<file path="config.mk">
export PLATFORM = sky130hd
export DESIGN_NAME = anpr_bank
export DESIGN_NICKNAME = d
export VERILOG_FILES = /design/src/anpr_pkg.sv /design/src/anpr_port_if.sv /design/src/anpr_port.sv /design/src/anpr_bank.sv
export VERILOG_INCLUDE_DIRS = /design/src
export SDC_FILE = /design/constraint.sdc
export NUM_CORES = 1
export LEC_CHECK = 0
export BUFFER_PORTS_ARGS = -buffer_cell sky130_fd_sc_hd__buf_2
export CAP_MARGIN = 30
export CORE_ASPECT_RATIO = 0.7
export CORE_MARGIN = 5
export CORE_UTILIZATION = 45
export DETAILED_ROUTE_END_ITERATION = 10
export PLACE_DENSITY = 0.69
export SETUP_SLACK_MARGIN = 0.1
export SYNTH_ARGS = -nofsm -noshare
export SYNTH_HDL_FRONTEND = slang
export SYNTH_SLANG_ARGS = --single-unit
</file>
<file path="constraint.sdc">
create_clock -name CORE_CLK -period 4.7 [get_ports CORE_CLK]
set_clock_uncertainty 0.05 [all_clocks]
set_input_delay 0.47 -clock CORE_CLK [delete_from_list [all_inputs] [get_ports CORE_CLK]]
set_output_delay 0.47 -clock CORE_CLK [all_outputs]
set_load 0.02 [all_outputs]
</file>
<file path="src/anpr_consts.svh">
/*
 * Constants for the auto-negotiation page registers: register offsets, field positions,
 * reset values and the port count.
 * Assumes it is included by its bare name. It holds definitions only.
 */
// Operation
// - partner ability register is read-only, shows last received partner code word
// - it holds base page or next page, whichever arrived last
// - each of four ports has its own copy of all three registers
// - bit 15 is partner next page, bit 14 partner acknowledge
// - base page: bit 13 remote fault, bits 12:5 technology ability
// - base page: bits 4:0 selector field as received
// - next page: bit 13 message page one, unformatted zero
// - next page: bit 12 can comply, bit 11 partner toggle
// - next page: bits 10:0 message code; partner fields reset to zero
// - expansion bits 15:4 read zero, writes ignored
// - expansion bit 3 partner next page able, resets zero
// - expansion bit 2 constant one, local port next page able
// - expansion bit 1 sets on new page, cleared by management read
// - expansion bit 0 partner auto-negotiation able, resets zero
// - next-page transmit register supplies outgoing next page code word
// - next-page transmit register resets to 0x2001
// - transmit bits 15 and 13 writable, reset 0 and 1
// - transmit bit 12 writable reset 0, bit 14 reads zero
// - transmit bit 11 read-only, shows device-generated toggle
`ifndef ANPR_CONSTS_SVH
`define ANPR_CONSTS_SVH

`define ANPR_NPORTS        4
`define ANPR_OFS_PARTNER   5'h05
`define ANPR_OFS_EXPANSION 5'h06
`define ANPR_OFS_NEXTPAGE  5'h07

`define ANPR_BIT_NP        15
`define ANPR_BIT_ACK       14
`define ANPR_BIT_MP        13
`define ANPR_BIT_ACK2      12
`define ANPR_BIT_TOGGLE    11
`define ANPR_MSG_HI        10

`define ANPR_EXP_LP_NP     3
`define ANPR_EXP_NP_ABLE   2
`define ANPR_EXP_PAGE_RX   1
`define ANPR_EXP_LP_AN     0

`define ANPR_PARTNER_RST   16'h0000
`define ANPR_NEXTPAGE_RST  16'h2001
`define ANPR_NP_WMASK      16'hb7ff

`endif

</file>
<file path="src/anpr_pkg.sv">
/*
 * Types shared by the page register bank.
 * Assumes anpr_consts.svh gives the port count.
 */
`include "anpr_consts.svh"

package anpr_pkg;
  typedef logic [15:0] anpr_word_t;
  typedef logic [1:0]  anpr_port_t;
  typedef logic [4:0]  anpr_regad_t;
endpackage

</file>
<file path="src/anpr_port_if.sv">
/*
 * Per-port bundle between the bank top and one port's register slice.
 * Assumes one instance per port, all on CORE_CLK.
 */
`timescale 1ns/100ps

interface anpr_port_if;
  logic                 wr_np;
  logic                 rd_exp;
  anpr_pkg::anpr_word_t wdata;
  logic                 rx_page;
  anpr_pkg::anpr_word_t rx_word;
  logic                 lp_an_able;
  logic                 tx_base;
  logic                 base_toggle;
  logic                 tx_next;
  anpr_pkg::anpr_word_t partner;
  anpr_pkg::anpr_word_t expansion;
  anpr_pkg::anpr_word_t nextpage;

  modport top (output wr_np, rd_exp, wdata, rx_page, rx_word, lp_an_able, tx_base, base_toggle, tx_next,
               input partner, expansion, nextpage);
  modport port (input wr_np, rd_exp, wdata, rx_page, rx_word, lp_an_able, tx_base, base_toggle, tx_next,
                output partner, expansion, nextpage);
endinterface

</file>
<file path="src/anpr_port.sv">
/*
 * One port's partner ability, expansion and next-page transmit registers.
 * Assumes strobes are one-cycle pulses on CORE_CLK from the bank top.
 */
`timescale 1ns/100ps
`include "anpr_consts.svh"

module anpr_port (
  // clock and reset
  input wire logic   clk,
  input wire logic   rst,
  // bundle
  anpr_port_if.port  p
);
  anpr_pkg::anpr_word_t partner_q;
  logic                 lp_np_q;
  logic                 page_rx_q;
  logic                 lp_an_q;
  anpr_pkg::anpr_word_t np_q;
  logic                 toggle_q;

  // last received word, base or next page, kept whole so every field shows as sent
  always_ff @(posedge clk) begin
    if (rst) begin
      partner_q <= `ANPR_PARTNER_RST;
    end else if (p.rx_page) begin
      partner_q <= p.rx_word;
    end
  end

  // arrival wins over a clearing read in the same cycle so no page is missed
  always_ff @(posedge clk) begin
    if (rst) begin
      page_rx_q <= 1'b0;
    end else if (p.rx_page) begin
      page_rx_q <= 1'b1;
    end else if (p.rd_exp) begin
      page_rx_q <= 1'b0;
    end
  end

  always_ff @(posedge clk) begin
    if (rst) begin
      lp_np_q <= 1'b0;
      lp_an_q <= 1'b0;
    end else begin
      lp_an_q <= p.lp_an_able;
      if (p.rx_page && p.rx_word[`ANPR_BIT_NP]) begin
        lp_np_q <= 1'b1;
      end else if (p.tx_base) begin
        lp_np_q <= 1'b0;
      end
    end
  end

  always_ff @(posedge clk) begin
    if (rst) begin
      np_q <= `ANPR_NEXTPAGE_RST;
    end else if (p.wr_np) begin
      np_q <= p.wdata & `ANPR_NP_WMASK;
    end
  end

  // toggle for the outgoing page
  always_ff @(posedge clk) begin
    if (rst) begin
      toggle_q <= 1'b0;
    end else if (p.tx_base) begin
      toggle_q <= ~p.base_toggle;
    end else if (p.tx_next) begin
      toggle_q <= ~toggle_q;
    end
  end

  assign p.partner   = partner_q;
  assign p.expansion = {12'h000, lp_np_q, 1'b1, page_rx_q, lp_an_q};
  assign p.nextpage  = {np_q[15:12], toggle_q, np_q[`ANPR_MSG_HI:0]};
endmodule

</file>
<file path="src/anpr_bank.sv">
/*
 * Four-port auto-negotiation page register bank reached through the management
 * register port (port and register address, read and write strobes).
 * Assumes the management frame decoder issues one-cycle strobes and samples
 * read data one cycle after the read strobe; the arbitration logic gives page
 * events per port as one-cycle pulses. All inputs are synchronous to CORE_CLK.
 */
`timescale 1ns/100ps
`include "anpr_consts.svh"

module anpr_bank (
  // clock and reset
  input  wire logic                  CORE_CLK,
  input  wire logic                  RST,
  // management register port
  input  wire logic                  MGMT_RD,
  input  wire logic                  MGMT_WR,
  input  wire anpr_pkg::anpr_port_t  MGMT_PORT,
  input  wire anpr_pkg::anpr_regad_t MGMT_REG,
  input  wire anpr_pkg::anpr_word_t  MGMT_WDATA,
  output logic [15:0]                MGMT_RDATA,
  output logic                       MGMT_RVALID,
  output logic                       MGMT_HIT,
  // arbitration side, one bit or word per port
  input  wire logic [3:0]            RX_PAGE,
  input  wire logic [63:0]           RX_WORD,
  input  wire logic [3:0]            LP_AN_ABLE,
  input  wire logic [3:0]            TX_BASE,
  input  wire logic [3:0]            BASE_TOGGLE,
  input  wire logic [3:0]            TX_NEXT,
  output logic [63:0]                TX_NP_WORD
);
  anpr_pkg::anpr_word_t rd_word [`ANPR_NPORTS];
  anpr_pkg::anpr_word_t np_word [`ANPR_NPORTS];
  logic [3:0]           hit_mask;

  function automatic logic reg_mapped(input anpr_pkg::anpr_regad_t ad);
    reg_mapped = (ad == `ANPR_OFS_PARTNER) || (ad == `ANPR_OFS_EXPANSION) || (ad == `ANPR_OFS_NEXTPAGE);
  endfunction

  genvar gi;
  generate
    for (gi = 0; gi < `ANPR_NPORTS; gi++) begin : g_port
      anpr_port_if pif ();
      logic sel;
      assign sel             = (MGMT_PORT == anpr_pkg::anpr_port_t'(gi));
      assign pif.wr_np       = MGMT_WR && sel && (MGMT_REG == `ANPR_OFS_NEXTPAGE);
      assign pif.rd_exp      = MGMT_RD && sel && (MGMT_REG == `ANPR_OFS_EXPANSION);
      assign pif.wdata       = MGMT_WDATA;
      assign pif.rx_page     = RX_PAGE[gi];
      assign pif.rx_word     = RX_WORD[gi*16 +: 16];
      assign pif.lp_an_able  = LP_AN_ABLE[gi];
      assign pif.tx_base     = TX_BASE[gi];
      assign pif.base_toggle = BASE_TOGGLE[gi];
      assign pif.tx_next     = TX_NEXT[gi];
      assign hit_mask[gi]    = sel;
      anpr_port u_port (
        .clk (CORE_CLK),
        .rst (RST),
        .p   (pif.port)
      );
      always_comb begin
        unique case (MGMT_REG)
          `ANPR_OFS_PARTNER:   rd_word[gi] = pif.partner;
          `ANPR_OFS_EXPANSION: rd_word[gi] = pif.expansion;
          `ANPR_OFS_NEXTPAGE:  rd_word[gi] = pif.nextpage;
          default:             rd_word[gi] = 16'h0000;
        endcase
      end
      assign np_word[gi] = pif.nextpage;
    end
  endgenerate

  // one process owns the whole word so no bit has two drivers
  always_ff @(posedge CORE_CLK) begin
    if (RST) begin
      TX_NP_WORD <= {`ANPR_NPORTS{`ANPR_NEXTPAGE_RST}};
    end else begin
      for (int i = 0; i < `ANPR_NPORTS; i++) begin
        TX_NP_WORD[i*16 +: 16] <= np_word[i];
      end
    end
  end

  // writes to read-only registers or unmapped addresses are dropped silently
  always_ff @(posedge CORE_CLK) begin
    if (RST) begin
      MGMT_RDATA  <= 16'h0000;
      MGMT_RVALID <= 1'b0;
      MGMT_HIT    <= 1'b0;
    end else begin
      MGMT_RVALID <= MGMT_RD;
      MGMT_HIT    <= MGMT_RD && reg_mapped(MGMT_REG) && (|hit_mask);
      if (MGMT_RD) begin
        MGMT_RDATA <= rd_word[MGMT_PORT];
      end
    end
  end
endmodule

</file>
==> results by group, run 1 <==
Finish
  • Layout cells sized above 1: 0.259
  • P&R area growth vs syn: 21.7%
  • Final core utilization: 0.556
  • Nets: 1064

Worst setup path
  • Crit path max fanout: 48
  • CP peak stage delay: 1.03 ns
  • Largest delay share family, worst path: simple AND/OR/NAND/NOR gates
  • Crit path kind: primary input to flip-flop
  • Worst Reg-to-Reg Cells: 4
  • Crit path required time: 5.02 ns
  • CP bufs+invs: 1
  • Setup crit start kind: primary input
  • CP max-delay cell: nor3_4
  • Worst Setup End Kind: flip-flop
  • Worst Path Arrival: 2.78 ns
  • Crit path depth: 5
  • CP cell instances: buf_2, nand4bb_4, nor3_4, nor2b_1, a211o_1

Floorplanning
  • Core Region: 0.0180 mm²
  • Site Rows: 41
  • Area of the die: 0.0211 mm²
  • Die X: 172 µm
  • Starting Density: 0.457
  • IO Pins: 193
  • Die height: 123 µm

Run status
  • Status: finished, final reports clean

Yosys
  • Post-Syn Area: 0.00822 mm²
  • Sequential area share after synthesis: 0.521
  • Post-synth top flop: dfxtp_1
  • Ys async rst share: 0
  • Yosys warns: 0
  • Distinct cells, synth: 38
  • Post-Syn Instances: 792
  • Synthesized flop and latch total: 214
  • Synth Area per Inst: 10.4 µm²
  • Post-synth EDFFs: 0

Timing
  • Endpoints failing setup: 0
  • Worst slew pin tran: 0.976 ns
  • Slew margin rel.: 0.347
  • Crit path time final: 2.46 ns
  • Max Freq: 0.407 GHz
  • Setup_tns: 0 ns
  • Period utilisation layout: 0.523
  • Final worst setup slack: 2.24 ns
  • Endpoints failing hold: 0
  • RSZ-0062 raised after global routing: no
  • Slew Viols, Final: 0

Global routing
  • First-pass GRT wire length: 33800 µm
  • GR Overflow Total: 0
  • Vias in the first global route: 5741
  • Initial antenna violation count: 7
  • Tot GR Track Use: 0.209
  • Largest net degree at the start of global routing: 142

Placed design
  • Gpl congestion: 0.856
  • # port buffers: 186
  • DP Wirelength: 16400 µm
  • Place WS: 1.72 ns

Power and ir drop
  • Leakage power: 4.34 nW
  • Maximum vdd drop: 0.219 mV
  • Power per cell area: 392 mW/mm²
  • Final Total Pwr: 0.00392 W

Clock tree
  • Clock Latency Late Sink: 0.49 ns
  • Root Buffer Master: clkbuf_16
  • Reg clk slew, reported paths: 0.06 ns
  • Post-CTS Setup Inserts: 0
  • H-tree depth: 1
  • Clock buffer count from CTS: 21
  • Hold buffer count at CTS: 0
  • Longest Clk Path Bufs: 3
  • TritonCTS clock tree: done
  • Clk sink count: 214
  • CTS resizes: 0

Detailed routing
  • DR vias/cell: 5.16
  • Total Wirelength: 22800 µm
  • Vias: 6218
  • # DRC: 0
  • 1st-iter DRT viols: 541
  • Avg WL per Cell: 18.9 µm
  • Routed Antenna Nets: 0
  • Pre-Repair DR Iteration Count: 5

Hold path
  • Worst Hold Class: primary input to flip-flop
  • Hold Crit Depth: 2

Job
  • Max-cap violations: 0
==> layout by cell type, fill, tap and decap left out, types with 5 or more instances in the layout <==
| cell type | synthesis | final |
|---|---|---|
| clkbuf_8 | 0 | 5 |
| nor4_1 | 11 | 11 |
| mux2i_1 | 150 | 150 |
| buf_4 | 9 | 7 |
| clkbuf_16 | 0 | 21 |
| mux4_2 | 7 | 7 |
| nor2b_1 | 65 | 65 |
| nor3_1 | 40 | 40 |
| nor2_1 | 116 | 116 |
| a21oi_1 | 13 | 13 |
| dfxtp_1 | 214 | 214 |
| nand2b_1 | 6 | 6 |
| nand2_1 | 21 | 21 |
| clkbuf_1 | 30 | 5 |
| a221oi_1 | 12 | 12 |
| a211o_1 | 9 | 9 |
| buf_2 | 12 | 185 |
| o21ai_0 | 16 | 16 |
| inv_1 | 7 | 7 |
| or2_2 | 8 | 8 |
==> cells by family (layout without fill, tap and decap cells) <==
group / count (synthesis) / after routing / synth area share
XOR/XNOR: 4 / 4 / 0.00426
flip-flops: 214 / 214 / 0.521
buffers and inverters: 69 / 241 / 0.0429
AO/OA/AOI/OAI: 65 / 65 / 0.0530
AND/OR/NAND/NOR: 282 / 282 / 0.177
multiplexers: 157 / 157 / 0.202
other: 1 / 7 / 0.000456
==> cells in the mapped netlist (2+ instances only) <==
| library cell | instances | area [µm²] |
|---|---|---|
| a221oi_1 | 12 | 105 |
| mux4_2 | 7 | 158 |
| a21o_1 | 2 | 15.0 |
| clkbuf_1 | 30 | 113 |
| inv_1 | 7 | 26.3 |
| buf_4 | 9 | 67.6 |
| a211oi_1 | 4 | 30.0 |
| xor2_1 | 4 | 35.0 |
| buf_2 | 12 | 60.1 |
| a211o_1 | 9 | 78.8 |
| nor3_4 | 4 | 65.1 |
| mux2i_1 | 150 | 1500 |
| nor2_1 | 116 | 435 |
| nor4_1 | 11 | 68.8 |
| buf_1 | 5 | 18.8 |
| nor3_1 | 40 | 200 |
| nand2b_1 | 6 | 37.5 |
| a21oi_1 | 13 | 65.1 |
| dfxtp_1 | 214 | 4280 |
| o21ai_1 | 3 | 15.0 |
| buf_6 | 6 | 67.6 |
| a22oi_1 | 4 | 30.0 |
| nand2_1 | 21 | 78.8 |
| o21ai_0 | 16 | 80.1 |
| or4_1 | 3 | 22.5 |
| nor2b_1 | 65 | 407 |
| or2_2 | 8 | 50.1 |
==> report_power, final <==
group	internal, W	switching, W
Sequential	0.00186	0.0000334
Clock	0.00107	0.000687
Combinational	0.000112	0.000157
==> per-layer routing <==
layer / GRT usage / wire, µm / vias up
li1: - / - / 3042
met1: 0.336 / 11500 / 2858
met2: 0.267 / 8510 / 269
met3: 0.0709 / 2450 / 37
met4: 0.0341 / 303 / 12
met5: 0 / 76 / -
==> sequential cells by signal, indices dropped and copies added (netlist names) <==
name / cells
MGMT_RVALID: 1
g_port.u_port.lp_np_q: 4
g_port.u_port.lp_an_q: 4
g_port.u_port.p.partner: 64
g_port.u_port.np_q: 56
g_port.u_port.page_rx_q: 4
MGMT_HIT: 1
g_port.u_port.toggle_q: 4
MGMT_RDATA: 16
TX_NP_WORD: 60
==> final cells by class <==
type,instances,area [µm²]
Antenna cell,3,7.51
Tap cell,236,295
Multi-Input combinational cell,512,3600
Timing Repair Buffer,197,1070
Sequential cell,214,4280
Inverter,7,26.3
Clock buffer,31,613
Clock inverter,6,108
Fill cell,1644,8000
==> through the flow <==
| step | instances | hold WS (ns) | instance area [µm²] |
|---|---|---|---|
| 2_1_floorplan | 795 | 0.377 | 8230 |
| 3_3_place_gp | 1162 | 0.382 | 9190 |
| 3_5_place_dp | 1164 | 0.390 | 9220 |
| 4_1_cts | 1201 | 0.0907 | 9940 |
| 5_1_grt | 1204 | 0.0838 | 10000 |
| 6_report | 1206 | 0.104 | 10000 |
==> worst paths after layout <==
path / endpoint / from / slack [ns]
setup / recovery: g_port[0].u_port.np_q[0] / MGMT_REG[3] / 2.24
hold / removal: TX_NP_WORD[11] / RST / 0.10
setup reg to reg: MGMT_RDATA[11] / g_port[1].u_port.toggle_q / 3.33
hold reg to reg: MGMT_RDATA[5] / MGMT_RDATA[5] / 0.40
Note: power is estimated with default switching activity, not from simulation.
==> inputs of run 2 (changes only) <==
Settings changed: PLACE_DENSITY 0.69 to 0.71.
Clock period 4.7 ns to 2.1 ns, I/O delays scaled along.
==> run 2 against run 1 <==
  * Design area up 9.4%
  * Non-clock buffer count up 102
  * Cell count up 8.1%
  * Sequential power up 120%
  * Die area unchanged
==> results by group, run 2 (synthesis results as in run 1) <==
Power and ir drop
  • Power per cell area: 793 mW/mm²
  • Gate power share: 0.087
  • Sequential power share: 0.489
  • Leakage power: 4.76 nW
  • Clock group share of total power: 0.425
  • Switch Pwr: 0.00199 W
  • Maximum vdd drop: 0.569 mV
  • Switch share: 0.229
  • Internal: 0.00669 W

Timing
  • Slew Viols, Final: 0
  • Worst slew pin tran: 0.890 ns
  • Final worst setup slack: 0.586 ns
  • Crit path time final: 1.51 ns
  • Slew margin rel.: 0.407
  • RSZ-0062 raised after global routing: no
  • Worst hold slack: 0.0239 ns
  • Setup_tns: 0 ns
  • Endpoints failing hold: 0
  • Max Freq: 0.660 GHz
  • Endpoints failing setup: 0
  • Period utilisation layout: 0.721

Finish
  • Register Area: 0.00428 mm²
  • FILL cells: 1493
  • Largest register FFs: 64
  • Nets: 1166
  • Layout cells sized above 1: 0.246
  • Final Cell Area: 0.0109 mm²
  • Most common cell after layout, fill and taps aside: dfxtp_1
  • Area used by multi-input combinational logic: 0.00360 mm²
  • Commonest non-fill, non-tap cells in the layout: dfxtp_1, buf_2, mux2i_1
  • P&R area growth vs syn: 33.1%
  • Non-Filler Instances: 1304

Global routing
  • Tot GR Track Use: 0.218
  • GR Overflow Total: 0
  • Vias in the first global route: 6297
  • Largest net degree at the start of global routing: 106
  • Initial antenna violation count: 1
  • First-pass GRT wire length: 36000 µm

Detailed routing
  • 1st-iter DRT viols: 678
  • Routed Antenna Nets: 0
  • DR vias/cell: 5.02
  • Pre-Repair DR Iteration Count: 5
  • Total Wirelength: 23600 µm
  • Avg WL per Cell: 18.1 µm
  • Vias: 6551
  • # DRC: 0

Worst setup path
  • Crit path required time: 2.47 ns
  • Crit path max fanout: 3
  • R2r endpoint: g_port[3].u_port.toggle_q
  • Worst R2R Start: g_port[3].u_port.toggle_q
  • Setup crit start kind: flip-flop
  • Worst Path Arrival: 1.89 ns
  • Worst Setup End Kind: flip-flop
  • Worst Reg-to-Reg Cells: 4
  • Crit path launch: g_port[3].u_port.toggle_q
  • CP endpoint: g_port[3].u_port.toggle_q
  • Flop-to-flop setup slack: 0.59 ns
  • Crit path kind: flip-flop to flip-flop

Hold path
  • Worst Hold Class: primary input to flip-flop
  • Hold Crit Depth: 3

Clock tree
  • TritonCTS clock tree: done
  • Clock Latency Late Sink: 0.49 ns
  • Post-CTS Setup Inserts: 0
  • Root Buffer Master: clkbuf_16
  • H-tree depth: 1
  • Clock buffer count from CTS: 21
  • Clk sink count: 214
  • Reg clk slew, reported paths: 0.06 ns
  • Longest Clk Path Bufs: 3

Placed design
  • Gpl congestion: 0.835
  • Placed standard-cell area: 0.00939 mm²
  • Inst Count DP: 1179
  • Place WS: 0.263 ns
  • # port buffers: 186
  • DP Wirelength: 16500 µm

Floorplanning
  • IO Pins: 193
  • Starting Density: 0.457
  • Die height: 123 µm
  • Core Region: 0.0180 mm²
  • Site Rows: 41
  • Area of the die: 0.0211 mm²
  • Die X: 172 µm

Run status
  • Status: finished, final reports clean

Job
  • Max-cap violations: 0
-- run 2: cell types whose count changed in the layout (fill, tap and decap cells not counted), moves of 3 or more --
cell           before  now
dlygate4sd3_1       0   89
buf_4               7   18
buf_12              0    5
clkbuf_8            5    2
-- run 2: timing repair --
action                                 in CTS  in global routing
endpoints found under the hold margin     114                  0
hold buffers                               89                  0
gates resized for setup                     0                  0
-- run 2: worst min-delay path by stage --
| stage | start | to |
|---|---|---|
| 2_1_floorplan | TX_BASE[0] | g_port[0].u_port.toggle_q |
| 3_3_place_gp | BASE_TOGGLE[2] | g_port[2].u_port.toggle_q |
| 3_5_place_dp | BASE_TOGGLE[2] | g_port[2].u_port.toggle_q |
| 4_1_cts | MGMT_WDATA[5] | g_port[3].u_port.np_q[5] |
| 5_1_grt | MGMT_WDATA[5] | g_port[0].u_port.np_q[5] |
| 6_report | MGMT_WDATA[5] | g_port[3].u_port.np_q[5] |
-- run 2: per-stage QoR --
step                power (W)  utilization
floorplan             0.00468            -
global placement      0.00492        0.521
detailed placement    0.00493        0.521
CTS                   0.00873        0.608
global route          0.00902        0.608
finish                0.00868        0.608
-- run 2: power groups by stage --
stage,registers [W],clock network (W),logic (W)
2_1_floorplan,0.00430,0,0.000380
3_3_place_gp,0.00433,0,0.000597
3_5_place_dp,0.00433,0,0.000605
4_1_cts,0.00424,0.00375,0.000740
6_report,0.00424,0.00368,0.000751
5_1_grt,0.00425,0.00396,0.000812
-- run 2: per-layer routing --
metal | up-vias | share of wire | track usage
li1 | 3237 | - | -
met1 | 3056 | 0.51 | 0.356
met2 | 236 | 0.39 | 0.297
met3 | 22 | 0.083 | 0.0454
met4 | 0 | 0.010 | 0.0346
met5 | - | 0 | 0
-- run 2: final cells by class --
class	instances	share of cell area
flip-flops and latches	214	0.392
multi-input cells	512	0.329
repair buffers	299	0.190
clock buffers	27	0.0519
well taps	236	0.0270
clock inverters	8	0.00869
inverters	7	0.00240
diodes	1	0.000229
-- run 2: critical path: stages (launching register included) --
cell and delay, ns:
dfxtp_1 0.36, xor2_1 0.15, nor2_1 0.05, a211oi_1 0.22
dlygate4sd3_1 0.61
